File: config.mk
export PLATFORM = sky130hd
export DESIGN_NAME = adc_result_regs
export DESIGN_NICKNAME = d
export VERILOG_FILES = /design/src/hw/adc_result_pkg.sv /design/src/hw/chan_result_slot.sv /design/src/hw/adc_result_regs.sv
export VERILOG_INCLUDE_DIRS = /design/src /design/src/hw
export SDC_FILE = /design/constraint.sdc
export NUM_CORES = 1
export LEC_CHECK = 0
export BUFFER_PORTS_ARGS = -buffer_cell sky130_fd_sc_hd__buf_4
export CAP_MARGIN = 20
export CORE_UTILIZATION = 35
export DETAILED_ROUTE_END_ITERATION = 7
export GPL_TIMING_DRIVEN = 1
export SYNTH_ARGS = -nofsm -noshare
export SYNTH_HDL_FRONTEND = slang
export SYNTH_SLANG_ARGS = --single-unit
File: constraint.sdc
create_clock -name clk -period 3 [get_ports clk]
set_input_delay 0.6 -clock clk [delete_from_list [all_inputs] [get_ports clk]]
set_output_delay 0.6 -clock clk [all_outputs]
set_load 0.01 [all_outputs]
File: src/hw/adc_result_consts.svh
// Purpose: offsets, field positions, reset values of the converter result/irq block
// Assumes: word-aligned classic wishbone, 32-bit data
// Notes: Behaviour list below
// Behaviour
// - last result holds bits 9:0 until next
// - channel result captures low ten bits
// - channel result updates only when enabled
// - enable write one sets mask bit
// - disable write one clears mask bit
// - mask register reads enabled sources, read-only
// - bits 7:0 eoc, 15:8 channel overrun
// - bits 16..19 ready, overrun, count, empty
// - ready flag set on result, cleared reading
// - channel overrun flag cleared by status read
// - any overrun flag cleared by status read
// - eoc reads one only enabled and complete
`ifndef ADC_RESULT_CONSTS_SVH
`define ADC_RESULT_CONSTS_SVH
`define OFS_CHAN_STATUS 8'h18
`define OFS_STATUS 8'h1c
`define OFS_LAST_RESULT 8'h20
`define OFS_IRQ_ENABLE 8'h24
`define OFS_IRQ_DISABLE 8'h28
`define OFS_IRQ_MASK 8'h2c
`define OFS_CHAN_RESULT0 8'h30
`define OFS_CHAN_RESULT7 8'h4c
`define POS_EOC 0
`define POS_OVR 8
`define POS_READY 16
`define POS_ANY_OVR 17
`define POS_RX_DONE 18
`define POS_RX_EMPTY 19
`define STATUS_BITS 20
`define RESET_WORD 32'h0000_0000
`endif

File: src/hw/adc_result_pkg.sv
// Purpose: shared types of the converter result/irq block
// Assumes: ten-bit samples
// Notes: constants live in the header
package adc_result_pkg;
    typedef logic [9:0] sample_t;
    typedef logic [31:0] word_t;
endpackage

File: src/hw/chan_result_slot.sv
// Purpose: one channel's result holder and eoc/overrun source
// Assumes: done strobe is one cycle, same clock
// Notes: overrun when a new result lands before the old was read
`timescale 1ns/1ps
module chan_result_slot
    import adc_result_pkg::*;
(
    input wire logic clk,
    input wire logic reset,
    input wire logic ce,
    input wire logic enabled,
    input wire logic done,
    input wire sample_t sample,
    input wire logic read_result,
    output sample_t value,
    output logic eoc,
    output logic overrun_event
);
    logic fresh;

    always_ff @(posedge clk) begin
        if (reset) begin
            value <= '0;
        end else if (ce && done && enabled) begin
            value <= sample;
        end
    end

    // set wins over the clear by a read in the same cycle
    always_ff @(posedge clk) begin
        if (reset) begin
            fresh <= 1'b0;
        end else if (ce) begin
            if (done && enabled) begin
                fresh <= 1'b1;
            end else if (read_result || !enabled) begin
                fresh <= 1'b0;
            end
        end
    end

    assign eoc = fresh && enabled;
    assign overrun_event = done && enabled && fresh && !read_result;
endmodule // chan_result_slot

File: src/hw/adc_result_regs.sv
// Purpose: result, status and interrupt mask registers of an 8-channel converter
// Assumes: classic wishbone slave, ack one cycle after request, no wait
// Notes: unmapped addresses read zero and ignore writes; still acked
`timescale 1ns/1ps
`include "adc_result_consts.svh"
module adc_result_regs
    import adc_result_pkg::*;
#(
    parameter int CHANNELS = 8
) (
    input wire logic clk,
    input wire logic reset,
    input wire logic ce,
    input wire logic wb_cyc_i,
    input wire logic wb_stb_i,
    input wire logic wb_we_i,
    input wire logic [7:0] wb_adr_i,
    input wire logic [3:0] wb_sel_i,
    input wire logic [31:0] wb_dat_i,
    output logic [31:0] wb_dat_o,
    output logic wb_ack_o,
    input wire logic [7:0] chan_enabled,
    input wire logic [7:0] conv_done,
    input wire logic [9:0] conv_sample,
    input wire logic rx_count_done,
    input wire logic rx_buffers_empty,
    output logic irq
);
    // the decode and the status layout are fixed at eight slots
    if (CHANNELS != 8) begin : g_bad_channels
        $error("adc_result_regs supports exactly eight channels");
    end

    sample_t latest_sample_value;
    sample_t chan_value [8];
    logic [7:0] eoc;
    logic [7:0] ovr_event;
    logic [7:0] read_chan;
    logic [7:0] channel_overrun_flag;
    logic result_ready_flag;
    logic any_overrun_flag;
    logic receive_count_done_flag;
    logic receive_buffers_empty_flag;
    logic [`STATUS_BITS-1:0] irq_mask;
    logic [`STATUS_BITS-1:0] status_word;
    logic [`STATUS_BITS-1:0] pending;
    logic req;
    logic wr;
    logic rd;
    logic sel_all;
    logic rd_status;
    logic rd_last;
    logic any_done;
    logic [31:0] next_dat;

    assign req = wb_cyc_i && wb_stb_i && !wb_ack_o;
    assign sel_all = wb_sel_i == 4'hf;
    assign wr = ce && req && wb_we_i && sel_all;
    assign rd = ce && req && !wb_we_i;
    assign rd_status = rd && wb_adr_i == `OFS_STATUS;
    assign rd_last = rd && wb_adr_i == `OFS_LAST_RESULT;
    assign any_done = |(conv_done & chan_enabled);

    genvar g;
    generate
        for (g = 0; g < 8; g++) begin : g_chan
            assign read_chan[g] = rd && wb_adr_i == (`OFS_CHAN_RESULT0 + 8'(4 * g));
            chan_result_slot u_slot (
                .clk(clk),
                .reset(reset),
                .ce(ce),
                .enabled(chan_enabled[g]),
                .done(conv_done[g]),
                .sample(conv_sample),
                .read_result(read_chan[g]),
                .value(chan_value[g]),
                .eoc(eoc[g]),
                .overrun_event(ovr_event[g])
            );
        end
    endgenerate

    // last result follows any completed conversion of an enabled channel
    always_ff @(posedge clk) begin
        if (reset) begin
            latest_sample_value <= '0;
        end else if (ce && any_done) begin
            latest_sample_value <= conv_sample;
        end
    end

    always_ff @(posedge clk) begin
        if (reset) begin
            result_ready_flag <= 1'b0;
        end else if (ce && any_done) begin
            result_ready_flag <= 1'b1;
        end else if (rd_last) begin
            result_ready_flag <= 1'b0;
        end
    end

    // event in the clearing cycle survives the read
    always_ff @(posedge clk) begin
        if (reset) begin
            channel_overrun_flag <= '0;
            any_overrun_flag <= 1'b0;
        end else if (ce) begin
            channel_overrun_flag <= (rd_status ? 8'h00 : channel_overrun_flag)
                | ovr_event;
            any_overrun_flag <= (rd_status ? 1'b0 : any_overrun_flag)
                | (|ovr_event);
        end
    end

    // receive-side levels come from the same clock domain
    always_ff @(posedge clk) begin
        if (reset) begin
            receive_count_done_flag <= 1'b0;
            receive_buffers_empty_flag <= 1'b0;
        end else if (ce) begin
            receive_count_done_flag <= rx_count_done;
            receive_buffers_empty_flag <= rx_buffers_empty;
        end
    end

    assign status_word = {receive_buffers_empty_flag, receive_count_done_flag,
        any_overrun_flag, result_ready_flag, channel_overrun_flag, eoc};

    always_ff @(posedge clk) begin
        if (reset) begin
            irq_mask <= '0;
        end else if (wr && wb_adr_i == `OFS_IRQ_ENABLE) begin
            irq_mask <= irq_mask | wb_dat_i[`STATUS_BITS-1:0];
        end else if (wr && wb_adr_i == `OFS_IRQ_DISABLE) begin
            irq_mask <= irq_mask & ~wb_dat_i[`STATUS_BITS-1:0];
        end
    end

    assign pending = status_word & irq_mask;

    always_ff @(posedge clk) begin
        if (reset) begin
            irq <= 1'b0;
        end else if (ce) begin
            irq <= |pending;
        end
    end

    always_comb begin
        next_dat = `RESET_WORD;
        if (wb_adr_i >= `OFS_CHAN_RESULT0 && wb_adr_i <= `OFS_CHAN_RESULT7
            && wb_adr_i[1:0] == 2'b00) begin
            next_dat = {22'h0, chan_value[3'(wb_adr_i[4:2] - 3'h4)]};
        end else begin
            unique case (wb_adr_i)
                `OFS_CHAN_STATUS: next_dat = {24'h0, chan_enabled};
                `OFS_STATUS: next_dat = {12'h0, status_word};
                `OFS_LAST_RESULT: next_dat = {22'h0, latest_sample_value};
                `OFS_IRQ_MASK: next_dat = {12'h0, irq_mask};
                default: next_dat = `RESET_WORD;
            endcase
        end
    end

    always_ff @(posedge clk) begin
        if (reset) begin
            wb_ack_o <= 1'b0;
            wb_dat_o <= `RESET_WORD;
        end else if (ce) begin
            wb_ack_o <= req;
            if (rd) begin
                wb_dat_o <= next_dat;
            end
        end
    end

    // assertions
    property p_last_hold;
        @(posedge clk) disable iff (reset)
        ce && any_done |=> latest_sample_value == $past(conv_sample);
    endproperty
    a_last_hold: assert property (p_last_hold) else $error("last result not loaded");

    property p_last_stable;
        @(posedge clk) disable iff (reset)
        !any_done |=> $stable(latest_sample_value);
    endproperty
    a_last_stable: assert property (p_last_stable) else $error("last result moved");

    property p_disabled_chan;
        @(posedge clk) disable iff (reset)
        !chan_enabled[3] |=> $stable(chan_value[3]);
    endproperty
    a_disabled_chan: assert property (p_disabled_chan) else $error("chan 3 loaded");

    property p_chan_load;
        @(posedge clk) disable iff (reset)
        ce && conv_done[2] && chan_enabled[2] |=> chan_value[2] == $past(conv_sample);
    endproperty
    a_chan_load: assert property (p_chan_load) else $error("channel result missed");

    property p_enable;
        @(posedge clk) disable iff (reset)
        wr && wb_adr_i == `OFS_IRQ_ENABLE
            |=> (irq_mask & $past(wb_dat_i[19:0])) == $past(wb_dat_i[19:0]);
    endproperty
    a_enable: assert property (p_enable) else $error("enable did not set mask");

    property p_disable;
        @(posedge clk) disable iff (reset)
        wr && wb_adr_i == `OFS_IRQ_DISABLE |=> (irq_mask & $past(wb_dat_i[19:0])) == 20'h0;
    endproperty
    a_disable: assert property (p_disable) else $error("disable did not clear mask");

    property p_ready_clear;
        @(posedge clk) disable iff (reset)
        rd_last && !any_done |=> !result_ready_flag;
    endproperty
    a_ready_clear: assert property (p_ready_clear) else $error("ready not cleared");

    property p_any_ovr;
        @(posedge clk) disable iff (reset)
        ce && (|ovr_event) |=> any_overrun_flag && channel_overrun_flag != 8'h00;
    endproperty
    a_any_ovr: assert property (p_any_ovr) else $error("overrun not flagged");

    property p_eoc;
        @(posedge clk) disable iff (reset)
        !chan_enabled[2] |-> !eoc[2];
    endproperty
    a_eoc: assert property (p_eoc) else $error("eoc on disabled channel");

    property p_irq;
        @(posedge clk) disable iff (reset)
        ce |=> irq == $past(|pending);
    endproperty
    a_irq: assert property (p_irq) else $error("irq mismatch");

    property p_ack_pulse;
        @(posedge clk) disable iff (reset)
        ce && wb_ack_o |=> !wb_ack_o;
    endproperty
    a_ack_pulse: assert property (p_ack_pulse) else $error("ack too long");

    property p_ack_answer;
        @(posedge clk) disable iff (reset)
        ce && wb_cyc_i && wb_stb_i && !wb_ack_o |=> wb_ack_o;
    endproperty
    a_ack_answer: assert property (p_ack_answer) else $error("request not acked");

    property p_ack_idle;
        @(posedge clk) disable iff (reset)
        ce && !(wb_cyc_i && wb_stb_i) |=> !wb_ack_o;
    endproperty
    a_ack_idle: assert property (p_ack_idle) else $error("ack without request");

    // a low enable must freeze every register, the bus answer included
    property p_freeze;
        @(posedge clk) disable iff (reset)
        !ce |=> $stable(irq_mask) && $stable(latest_sample_value) && $stable(result_ready_flag)
            && $stable(channel_overrun_flag) && $stable(wb_ack_o) && $stable(irq);
    endproperty
    a_freeze: assert property (p_freeze) else $error("state moved while frozen");

    property p_mask_hold;
        @(posedge clk) disable iff (reset)
        !(wr && (wb_adr_i == `OFS_IRQ_ENABLE || wb_adr_i == `OFS_IRQ_DISABLE))
            |=> $stable(irq_mask);
    endproperty
    a_mask_hold: assert property (p_mask_hold) else $error("mask changed");

    property p_mask_read;
        @(posedge clk) disable iff (reset)
        rd && wb_adr_i == `OFS_IRQ_MASK |=> wb_dat_o == {12'h0, $past(irq_mask)};
    endproperty
    a_mask_read: assert property (p_mask_read) else $error("mask read wrong");

    property p_last_read;
        @(posedge clk) disable iff (reset)
        rd_last |=> wb_dat_o == {22'h0, $past(latest_sample_value)};
    endproperty
    a_last_read: assert property (p_last_read) else $error("last read wrong");

    property p_status_read;
        @(posedge clk) disable iff (reset)
        rd_status |=> wb_dat_o == {12'h0, $past(status_word)};
    endproperty
    a_status_read: assert property (p_status_read) else $error("status read wrong");

    property p_chan_read;
        @(posedge clk) disable iff (reset)
        read_chan[2] |=> wb_dat_o == {22'h0, $past(chan_value[2])};
    endproperty
    a_chan_read: assert property (p_chan_read) else $error("chan read wrong");

    property p_unmapped;
        @(posedge clk) disable iff (reset)
        rd && wb_adr_i >= 8'h50 |=> wb_dat_o == 32'h0;
    endproperty
    a_unmapped: assert property (p_unmapped) else $error("unmapped read not zero");

    property p_ready_set;
        @(posedge clk) disable iff (reset)
        ce && any_done |=> result_ready_flag;
    endproperty
    a_ready_set: assert property (p_ready_set) else $error("ready not set");

    property p_ovr_clear;
        @(posedge clk) disable iff (reset)
        rd_status && ovr_event == 8'h00 |=> channel_overrun_flag == 8'h00 && !any_overrun_flag;
    endproperty
    a_ovr_clear: assert property (p_ovr_clear) else $error("overrun not cleared");

    property p_ovr_sticky;
        @(posedge clk) disable iff (reset)
        !rd_status
            |=> (channel_overrun_flag & $past(channel_overrun_flag)) == $past(channel_overrun_flag);
    endproperty
    a_ovr_sticky: assert property (p_ovr_sticky) else $error("flag dropped");

    property p_any_ovr_match;
        @(posedge clk) disable iff (reset)
        channel_overrun_flag != 8'h00 |-> any_overrun_flag;
    endproperty
    a_any_ovr_match: assert property (p_any_ovr_match) else $error("flag mismatch");

    property p_chan_hold;
        @(posedge clk) disable iff (reset)
        !conv_done[2] |=> $stable(chan_value[2]);
    endproperty
    a_chan_hold: assert property (p_chan_hold) else $error("chan 2 moved");

    property p_eoc_set;
        @(posedge clk) disable iff (reset)
        ce && conv_done[2] && chan_enabled[2] |=> eoc[2] == chan_enabled[2];
    endproperty
    a_eoc_set: assert property (p_eoc_set) else $error("eoc not set");

    property p_eoc_clear;
        @(posedge clk) disable iff (reset)
        ce && read_chan[2] && !conv_done[2] |=> !eoc[2];
    endproperty
    a_eoc_clear: assert property (p_eoc_clear) else $error("eoc not cleared");

    property p_rx_flags;
        @(posedge clk) disable iff (reset)
        ce |=> receive_count_done_flag == $past(rx_count_done)
            && receive_buffers_empty_flag == $past(rx_buffers_empty);
    endproperty
    a_rx_flags: assert property (p_rx_flags) else $error("rx flags wrong");
endmodule // adc_result_regs

==> results.md, run 1 <==
Clock tree:
- The buffer depth of the longest clock path is 2.
- Clock-pin slew was measured on the worst setup and hold paths at 60 ps.
- Post-CTS timing repair inserted 0 buffers for setup.
- The number of CTS-inserted buffers is 17.
- The count of hold-fix buffers inserted at cts is 0.
- The CTS tree is built.
- CTS built an H-tree with a depth of 4.
- The cell sitting at the root of the clock tree is a clkbuf_16.
- The later pin in the worst-skew pair is clocked with a latency of 420 ps.
- The total number of clock tree sinks is 152.
- The number of gates given a new drive strength after cts is 0.

STA:
- The worst setup margin is 742 ps.
- The number of max-slew violations in the final report is 0.
- The final hold violation count is 0.
- The portion of the clock cycle consumed by the worst path in the final layout is 75.3%.
- Setup repair after global routing left no endpoint under its margin.
- The final setup violation count is 0.
- For the final database, setup skew stands at 7.51 ps.
- The worst hold slack is 375 ps.
- Derived from the worst setup path, the maximum achievable clock frequency is 443 MHz.
- In this run the tightest slew margin relative to its limit is 51.7%.
- The time the final worst path needs with I/O delays and setup is 2260 ps.
- The pin slew with the least headroom to its limit is 721 ps.
- The setup total negative slack is 0 ps.

Critical path:
- The critical path is of the primary input to flip-flop type.
- The worst setup path is captured at a flip-flop.
- The cell family contributing the most delay on the critical path is compound AO/OA/AOI/OAI gates.
- The largest fanout on the critical path is 28.
- The cell that appears most often on the critical path is o41ai_1.
- The slowest library cell on the worst path is or4_1.
- The number of buffer and inverter instances along the worst setup path is 1.
- Walking the worst path, the cells encountered are buf_4, or4_1, o41ai_1, o22ai_1, o41ai_1, a21oi_1.
- Data arrives at the worst endpoint at 2560 ps.
- The critical path data required time is 3300 ps.
- The highest cell delay on the worst timing path is 630 ps.
- The type of element launching the critical path is a primary input.

Logic synthesis:
- The distinct cell type count after synthesis is 56.
- The most frequently used flop master after synthesis is dfxtp_1.
- Counting every instance in the synthesized netlist gives 823.
- The netlist area before placement is 7120 um2.
- The flip-flop and latch count after synthesis is 152.
- The count of flip-flops with a built-in enable after synthesis is 0.
- Sequential cells were found to cover 42.7% of the synthesized design area.
- The share of async-settable or async-resettable flops after synthesis is 0%.
- The average instance in the mapped netlist occupies 8.65 um2.
- The Yosys step of the flow raised 0 warnings.

Global route:
- Entering global routing, the biggest net connects 94 pins.
- The wire length of the first global-routing pass is 33.1 mm.
- The number of antenna violations at the first check in global routing is 0.
- The total routing usage reported by global routing is 21.5%.
- The overflow left after global routing is 0.
- The via count of the first global-routing pass came to 5,795.

Die:
- From left edge to right edge, the die measures 145 um.
- The initial utilization of the core area, before any placement, comes to 36.1%.
- The site row count is 51.
- Pin placement for this block handled 112 I/O pins.
- The height of the chip is 145 um.
- The area inside the core boundary is 19,700 um2.
- The die footprint is 20,900 um2.

Cells and area:
- The number of standard cells in the layout, taps in and fillers out is 1,155.
- The library cell used most frequently in the layout, excluding fill and tap cells, is nand2_1.
- Cells fill 42.8% of the core in the end.
- Leaving out fill and tap cells, the most frequent cells in the layout are nand2_1 (177), dfxtp_1 (152), a21oi_1 (115).
- The share of layout cells above drive strength 1 is 20.2%.
- Relative to the synthesized area, the layout overhead comes to 18.5%.
- The number of antenna diodes is 0.
- In the final design database the tool counted 955 nets.

Routing:
- The detailed-route via count is 6,345.
- The post-detailed-route count of antenna-violating nets is 0.
- The pre-antenna-repair detailed-routing pass consisted of 6 iterations.
- Dividing the detail-routed via count by the number of cells gives 5.49.
- The first-iteration detailed-routing DRC count is 647.
- The total wirelength of the detailed-routed design is 21.7 mm.
- The final routed wire length divided by cell count is 18.8 um.
- The remaining design rule violation count is 0.

Worst hold path:
- The worst hold-check path type is primary input to flip-flop.

Power and ir drop:
- Across the VDD grid, the largest voltage drop is 0.305 mV.
- In this run the power density over the cells is 533 nW/um2.
- The analysis attributes to cell leakage a power of 3.28 nW.

Run:
- Across the run, the number of max-cap violations was 0.

Place:
- The total half-perimeter wirelength after legalization and detailed placement is 14.9 mm.
- Prior to clock tree synthesis, the placed netlist has a worst setup slack of 339 ps.
- The number of instances in the placed design is 1,123.
- The last weighted congestion value of the routability-driven placer is 0.886.
- The number of port buffers is 87.

Status:
- The flow ran to the end, and the final reports show no timing, DRC or antenna violations.
report_power, final:
group	leakage [nW]	total [W]	internal, W	switching, W
registers	1.23	0.00212	0.00208	0.0000374
logic	1.79	0.000436	0.000177	0.000259
clock network	0.253	0.00194	0.00108	0.000864
total	3.28	0.00449	0.00333	0.00116
final cells by class:
cell class / instances / area, um2
Clock buffer: 21 / 450
Tap cell: 265 / 332
Clock inverter: 11 / 73.8
Timing Repair Buffer: 107 / 816
Sequential cell: 152 / 3040
Fill cell: 1978 / 11300
Multi-Input combinational cell: 597 / 3710
Inverter: 2 / 7.51
worst reg2reg max path: stages (launching register included):
cell	delay (ps)
dfxtp_1	340
nand4b_4	280
o41ai_1	560
o22ai_1	130
o41ai_1	330
a21oi_1	110
cells in the mapped netlist, drive strengths merged, types with 15 or more instances:
| library cell | number | area share, % |
|---|---|---|
| a21o | 20 | 2.1 |
| nand3 | 15 | 1.1 |
| buf | 29 | 2.9 |
| nor2 | 52 | 2.7 |
| clkbuf | 54 | 2.9 |
| a21oi | 115 | 8.1 |
| nand2b | 21 | 1.8 |
| mux4 | 20 | 6.3 |
| a22oi | 16 | 1.7 |
| a22o | 26 | 3.2 |
| dfxtp | 152 | 43 |
| nand2 | 178 | 9.4 |
path summary, 6_finish.rpt:
check                                                from                        end  slack, ps  depth (start not counted)
worst min-delay path                         wb_dat_i[16]                  flip-flop        380                          2
worst max register to register                   wb_ack_o           any_overrun_flag       1120                          5
worst max-delay path                          wb_adr_i[2]           any_overrun_flag        740                          6
worst min register to register  g_chan[7].u_slot.value[2]  g_chan[7].u_slot.value[2]        450                          2
cells by family after synthesis:
| kind of cell | synth area share, % |
|---|---|
| and+or+nand+nor | 20.1 |
| buffers and inverters | 5.91 |
| other | 0.0527 |
| AOI/OAI and AO/OA | 21.6 |
| DFF | 42.7 |
| muxes | 9.60 |
stage by stage:
step,cell area (um2),total power (W)
3_5_place_dp,7910,0.00259
3_3_place_gp,7910,0.00259
6_report,8430,0.00449
5_1_grt,8430,0.00464
2_1_floorplan,7160,0.00242
4_1_cts,8430,0.00452
metal layers:
layer  track usage, %  vias up  part of all wire, %
li1                 -     3037                    -
met1             29.3     3065                   46
met2             33.8      221                   46
met3             5.20       22                  6.7
met4             5.93        0                  1.2
met5                0        -                    0
Power figures use the tool's default switching activity.
==> inputs of run 2 (changes only) <==
==> constraint.sdc (replaced) <==
create_clock -name clk -period 1.8 [get_ports clk]
set_input_delay 0.36 -clock clk [delete_from_list [all_inputs] [get_ports clk]]
set_output_delay 0.36 -clock clk [all_outputs]
set_load 0.01 [all_outputs]
==> run 2 against run 1 <==
Net effect: via count grew 4.7%; non-clock buffer count grew 75; clock skew grew 2.3 ps; critical endpoint is now wb_dat_o[6].
==> results.md, run 2 (synthesized netlist as in run 1, its figures left out) <==
Cells and area:
- The number of standard cells in the layout, taps in and fillers out is 1,229 (+6.4%).
- Leaving out fill and tap cells, the most frequent cells in the layout are nand2_1 (177), buf_4 (173), dfxtp_1 (152).
- From synthesis to final layout, the design area changed by 29.2%.
- The number of antenna diodes was 0 (unchanged).
- The post-route core utilization is 46.6% (+3.9 points).
- The leading cell type in the layout, fill and taps excluded is nand2_1.
- The share of layout cells above drive strength 1 is 27.1% (+6.8 points).
- The number of nets in the finished design was 1,030 (+7.9%).

Global route:
- The total routing usage reported by global routing is 22.8% (+1.3 points).
- The number of antenna violations at the first check in global routing is 0 (unchanged).
- The met3 track demand over resource was 5.23% (+0.033 points).
- The wire length of the first global-routing pass is 35.4 mm (+6.9%).
- The largest net degree at the start of global routing is 59 (-37%).
- The global routing met2 resource utilization came to 34.8% (+1.0 points).
- The global-route track usage on met1 is 31.7% (+2.5 points).
- The overflow left after global routing is 0 (unchanged).
- The via count of the first global-routing pass came to 6,325 (+9.1%).
- The global routing stage identified its most utilized layer as met2.

STA:
- Based on the critical path, the design can be clocked at up to 569 MHz.
- The worst setup margin is 43.1 ps (-699 ps).
- The final setup violation count is 0 (unchanged).
- The number of max-slew violations in the final report is 0 (unchanged).
- The worst clock skew on the final layout is 9.83 ps (+2.32 ps).
- The time the final worst path needs with I/O delays and setup is 1760 ps.
- The final hold violation count was 0 (unchanged).
- Of the available clock period, the critical path in the final layout requires 97.6%.
- Setup repair after global routing could not meet its margin everywhere.

Power and ir drop:
- The highest ir drop seen on vdd came to 0.569 mV (+87%).
- The total leakage power is 3.73 nW (+14%).
- The power consumption came to 0.00790 W (+76%).
- The total power per unit cell area is 859 nW/um2 (+61%).

Place:
- The number of port buffers is 87 (unchanged).
- The minimum setup slack after placement is -386 ps (-725 ps).
- The last weighted congestion value of the routability-driven placer is 0.918 (+3.6%).
- The number of instances in the placed design is 1,195 (+6.4%).
- The total half-perimeter wirelength after legalization and detailed placement was 16.4 mm (+10%).

Die:
- The site row count came to 51 (unchanged).
- The effective utilization at floorplan is 36.1% (unchanged).
- The die footprint is 20,900 um2 (unchanged).
- The die outline width is 145 um (unchanged).
- The height of the chip is 145 um (unchanged).
- The number of placed I/O pins is 112 (unchanged).
- The area inside the core boundary is 19,700 um2 (unchanged).

Status:
- The flow ran to the end, and the final reports show no timing, DRC or antenna violations.

Routing:
- The via density per instance was 5.41 (-1.6%).
- The remaining design rule violation count is 0 (unchanged).
- The final routed wire length divided by cell count is 18.6 um (-0.96%).
- The detailed-route via count is 6,644 (+4.7%).
- The first-iteration detailed-routing DRC count is 676 (+4.5%).
- The total wirelength of the detailed-routed design came to 22.9 mm (+5.4%).
- The number of search-and-repair iterations in the first detailed-routing pass is 5 (-1).
- The post-detailed-route count of antenna-violating nets is 0 (unchanged).

Clock tree:
- The clock-pin slew on the worst setup and hold paths is 60 ps (about the same).
- The clock latency reported for the late side of the worst-skew pair was 430 ps (about the same).
- The total number of clock tree sinks is 152 (unchanged).
- The number of CTS-inserted buffers is 17 (unchanged).
- The depth of the CTS H-tree is 4 (unchanged).
- The buffer depth of the longest clock path is 2 (unchanged).
- The clock tree root buffer cell is clkbuf_16.
- TritonCTS built the clock tree.

Critical path:
- The worst register-to-register path ends at wb_dat_o[6].
- The critical path data required time came to 2100 ps (-1200 ps).
- The startpoint identified for the worst register-to-register timing path is g_chan[7].u_slot.value[6].
- The largest fanout on the critical path came to 2 (-93%).
- STA classifies the critical path startpoint as a flip-flop.
- The highest cell delay on the worst timing path came to 490 ps (-140 ps).
- The number of buffer and inverter instances along the worst setup path is 1 (unchanged).
- Following the worst setup path forward leads to its endpoint at wb_dat_o[6].
- The signal on the critical path passes through mux4_2, mux2_4, a222oi_1, buf_4, a211oi_1.
- The reg-to-reg setup timing slack is 40 ps (-1080 ps).
- The slowest library cell on the worst path is mux4_2.
- The worst setup path startpoint is g_chan[7].u_slot.value[6].
- The worst reg2reg path depth is 5 (unchanged).
- The instance count on the critical path came to 5 (-1).
- The critical path data arrival time is 2060 ps (-500 ps).
- The critical path is of the flip-flop to flip-flop type.
- The cell family contributing the most delay on the critical path is multiplexers.
- The worst setup path is captured at a flip-flop.

Worst hold path:
- The worst hold-check path type is primary input to flip-flop.

Run:
- The max-capacitance violation count is 0 (unchanged).
run 2: changes by cell type in the layout (fill, tap and decap cells not counted), moves of 3 or more:
cell / before / now
buf_12: 1 / 8
clkinv_4: 1 / 4
clkinvlp_4: 3 / 0
o41ai_1: 6 / 3
buf_4: 106 / 173
run 2: power by group:
group	switching, W	internal [W]
sequential	0.0000685	0.00347
combinational	0.000465	0.000385
clock	0.00144	0.00207
run 2: through the flow:
| stage | instance area [um2] | TNS [ps] | hold WS (ps) |
|---|---|---|---|
| after floorplan | 7240 | -188 | 433 |
| after global placement | 8580 | -14530 | 439 |
| after detailed placement | 8580 | -14610 | 444 |
| after CTS | 9150 | 0 | 119 |
| after global routing | 9200 | 0 | 121 |
| final | 9200 | 0 | 130 |
run 2: how the worst min path moves through the flow:
stage	end	depth (start not counted)	start
2_1_floorplan	g_chan[1].u_slot.value[0]	2	g_chan[1].u_slot.value[0]
6_report	flip-flop	2	wb_dat_i[16]
5_1_grt	flip-flop	2	wb_dat_i[15]
4_1_cts	flip-flop	2	wb_dat_i[12]
3_3_place_gp	g_chan[7].u_slot.value[6]	2	g_chan[7].u_slot.value[6]
3_5_place_dp	g_chan[7].u_slot.value[6]	2	g_chan[7].u_slot.value[6]
run 2: what timing repair did:
action,4_1_cts,5_1_grt
endpoints found under the setup margin,0,13
hold buffers,0,0
setup buffers,0,3
resized for setup,0,5
run 2: layout make-up:
cell class | instances | area (um2)
Tap cell | 265 | 332
Clock buffer | 20 | 447
Fill cell | 1917 | 10500
Timing Repair Buffer | 182 | 1470
Sequential cell | 152 | 3040
Multi-Input combinational cell | 597 | 3770
Clock inverter | 11 | 124
Inverter | 2 | 7.51
run 2: per-layer routing:
metal	vias up	routed length (um)
met2	227	10200
li1	3183	-
met3	24	1630
met4	0	371
met5	-	0
met1	3210	10600
==> inputs of run 3 (changes only) <==
--- a/config.mk
+++ b/config.mk
@@ -6,7 +6,8 @@
 export SDC_FILE = /design/constraint.sdc
 export NUM_CORES = 1
 export LEC_CHECK = 0
-export BUFFER_PORTS_ARGS = -buffer_cell sky130_fd_sc_hd__buf_4
+export ABC_AREA = 1
+export BUFFER_PORTS_ARGS = -buffer_cell sky130_fd_sc_hd__buf_2
 export CAP_MARGIN = 20
 export CORE_UTILIZATION = 35
 export DETAILED_ROUTE_END_ITERATION = 7
==> run 3 against run 2 <==
Net effect: clock power hardly changed; non-clock buffer count decreased by 51; maximum frequency grew 15%; final area fell by 5.0%; clock skew fell by 2.8 ps; critical path depth increased by 5; synthesized cell count up 35%; flip-flop and latch count stayed put; hold slack gained 66 ps; final cell count grew 19%.
==> results.md, run 3 <==
Die:
- The die footprint came to 21,500 um2 (+2.9%).
- The die outline width is 147 um (+1.4%).
- The site row count is 52 (+2.0%).
- The number of placed I/O pins is 112 (unchanged).
- The height of the chip is 147 um (+1.4%).
- The effective utilization at floorplan is 36.0% (-0.11 points).
- The area inside the core boundary is 20,400 um2 (+3.3%).

Place:
- The last weighted congestion value of the routability-driven placer is 0.912 (-0.66%).
- The total half-perimeter wirelength after legalization and detailed placement is 15.5 mm (-5.2%).
- The number of instances in the placed design is 1,435 (+20%).
- The minimum setup slack after placement was 5.49 ps (+391 ps).
- The number of port buffers is 87 (unchanged).

Logic synthesis:
- Summed over all instances, the cell type with the most area after synthesis is dfxtp_1.
- The share of async-settable or async-resettable flops after synthesis came to 0% (unchanged).
- The netlist area before placement is 7330 um2 (+3.0%).
- The average cell area after synthesis was 6.62 um2 (-23%).
- The count of flip-flops with a built-in enable after synthesis is 0 (unchanged).
- The yosys synthesis warning count was 0 (unchanged).
- After synthesis, the cell types taking the most area are dfxtp_1 (42%), nand2_1 (17%), a21oi_1 (9.5%), nand3_1 (6.1%), o21ai_0 (5.9%).
- By count the netlist is led by nand2_1 (325), dfxtp_1 (152), a21oi_1 (139).
- The distinct cell type count after synthesis is 32 (-43%).
- The portion of synthesized cell area occupied by the leading cell type is 41.5% (-1.2 points).
- The instance count of the mapped netlist is 1,107 (+35%).
- The sequential fraction of the synthesis area is 41.5% (-1.2 points).
- The flip-flop and latch count after synthesis is 152 (unchanged).
- nand2_1 is the most common cell in the netlist.
- The most frequently used flop master after synthesis is dfxtp_1.

Power and ir drop:
- The highest ir drop seen on vdd came to 0.661 mV (+16%).
- The total leakage power is 3.54 nW (-5.0%).
- The total power per unit cell area came to 891 nW/um2 (+3.7%).

Global route:
- The overflow left after global routing is 0 (unchanged).
- The wire length of the first global-routing pass is 35.6 mm (+0.74%).
- The via count of the first global-routing pass came to 6,769 (+7.0%).
- The largest net degree at the start of global routing is 89 (+51%).
- The total routing usage reported by global routing came to 21.1% (-1.7 points).
- The number of antenna violations at the first check in global routing is 0 (unchanged).

Run:
- The max-capacitance violation count is 0 (unchanged).

Clock tree:
- The clock-pin slew on the worst setup and hold paths is 60 ps (about the same).
- The depth of the CTS H-tree came to 4 (unchanged).
- The CTS tree is built.
- The number of gates given a new drive strength after cts is 0 (unchanged).
- The clock latency reported for the late side of the worst-skew pair is 420 ps (about the same).
- The tree is rooted in a clkbuf_16.
- The total number of clock tree sinks came to 152 (unchanged).
- The number of CTS-inserted buffers is 17 (unchanged).
- The number of buffers inserted to repair setup after CTS was 0 (unchanged).
- The count of hold-fix buffers inserted at cts was 0 (unchanged).
- The buffer depth of the longest clock path is 2 (unchanged).

Cells and area:
- The count of fill cells added during filler insertion is 2,150 (+12%).
- The number of antenna diodes was 0 (unchanged).
- The share of layout cells above drive strength 1 was 15.2% (-12 points).
- In the layout the commonest cells are nand2_1 (325), dfxtp_1 (152), a21oi_1 (139).
- The growth of design area from synthesis to finish is 19.2%.
- The number of standard cells in the layout, taps in and fillers out came to 1,467 (+19%).
- Leaving out fill and tap cells, the most frequent cell in the layout is nand2_1.
- The number of nets in the finished design was 1,262 (+23%).

Critical path:
- The worst register-to-register path ends at wb_dat_o[19].
- In this run the critical register-to-register path is launched from wb_ack_o.
- The worst setup path is launched from a flip-flop.
- The worst setup path is of the flip-flop to flip-flop kind.
- The critical path data arrival time was 1900 ps (-160 ps).
- The critical path data required time was 2170 ps (+70 ps).
- The worst reg2reg path depth is 10 (+5).
- The reg-to-reg setup timing slack is 270 ps (+230 ps).
- The critical path endpoint category is a flip-flop.
- The most critical setup path has its startpoint at wb_ack_o.
- The capturing instance or port of the critical path is wb_dat_o[19].
- The largest fanout on the critical path came to 20 (+18).

Worst hold path:
- The tightest min-delay check is of the primary input to flip-flop type.

STA:
- The final setup violation count is 0 (unchanged).
- The worst clock skew on the final layout came to 7.04 ps (-2.79 ps).
- The number of max-slew violations in the final report came to 0 (unchanged).
- The portion of the clock cycle consumed by the worst path in the final layout is 85.0% (-13 points).
- The worst setup margin is 270 ps (+227 ps).
- The final hold violation count is 0 (unchanged).
- Setup repair after global routing left no endpoint under its margin.
- The highest achievable clock rate is 654 MHz (+15%).
- The time the final worst path needs with I/O delays and setup is 1530 ps (-227 ps).
- The setup total negative slack is 0 ps (unchanged).

Routing:
- The via density per instance is 4.96 (-8.3%).
- The post-detailed-route count of antenna-violating nets came to 0 (unchanged).
- The number of search-and-repair iterations in the first detailed-routing pass was 5 (unchanged).
- The final routed wire length divided by cell count is 15.1 um (-19%).
- The remaining design rule violation count is 0 (unchanged).
- The first-iteration detailed-routing DRC count came to 483 (-29%).
- The detailed-route via count was 7,270 (+9.4%).
- The total wirelength of the detailed-routed design is 22.1 mm (-3.3%).

Status:
- The flow ran to the end, and the final reports show no timing, DRC or antenna violations.
run 3: worst min path at each step:
stage / slack, ps / cells after the start / end / startpoint
2_1_floorplan: 420 / 2 / g_chan[1].u_slot.value[0] / g_chan[1].u_slot.value[0]
3_3_place_gp: 430 / 2 / g_chan[4].u_slot.value[8] / g_chan[4].u_slot.value[8]
3_5_place_dp: 440 / 2 / g_chan[5].u_slot.value[2] / g_chan[5].u_slot.value[2]
4_1_cts: 180 / 3 / flip-flop / wb_dat_i[10]
5_1_grt: 190 / 3 / flip-flop / wb_dat_i[10]
6_report: 200 / 3 / flip-flop / wb_dat_i[10]
run 3: power breakdown:
part	total, W	internal (W)	switching, W	leakage, nW
Clock	0.00348	0.00199	0.00149	0.270
Sequential	0.00355	0.00349	0.0000667	1.24
Combinational	0.000747	0.000258	0.000489	2.03
Total	0.00778	0.00573	0.00205	3.54
run 3: cells by family after synthesis:
group | synth area share [%]
simple gates | 28.7
compound gates | 18.1
buf+inv | 11.7
flops | 41.5
other cells | 0.0512
run 3: stage by stage:
stage	instance area, um2	hold WS (ps)	total power [W]	utilization [%]
after CTS	8740	183	0.00785	42.9
after detailed placement	8170	435	0.00437	40.1
after global placement	8170	430	0.00436	40.1
after floorplan	7370	424	0.00407	-
final	8740	196	0.00778	42.9
after global routing	8740	191	0.00810	42.9
run 3: layer usage:
metal / vias up / part of all wire [%] / GRT usage [%]
met5: - / 0 / 0
met4: 0 / 2.5 / 8.02
met3: 37 / 5.4 / 3.73
met2: 222 / 47 / 35.0
met1: 3309 / 45 / 27.3
li1: 3702 / - / -
run 3: cell type report:
| type | count | area [um2] | area share [%] |
|---|---|---|---|
| Tap cell | 270 | 338 | 3.87 |
| Clock inverter | 12 | 114 | 1.30 |
| Sequential cell | 152 | 3040 | 34.8 |
| Multi-Input combinational cell | 762 | 3470 | 39.7 |
| Timing Repair Buffer | 131 | 866 | 9.91 |
| Inverter | 120 | 450 | 5.16 |
| Clock buffer | 20 | 457 | 5.23 |
run 3: worst max-delay path, stage by stage, from the launching register on:
cell and delay [ps]:
dfxtp_1 320, inv_1 80, nand2_2 60, nor3_4 150, buf_12 190, inv_2 160
nor2_2 150, inv_2 110, o211ai_2 140, nand2_1 60, inv_1 50
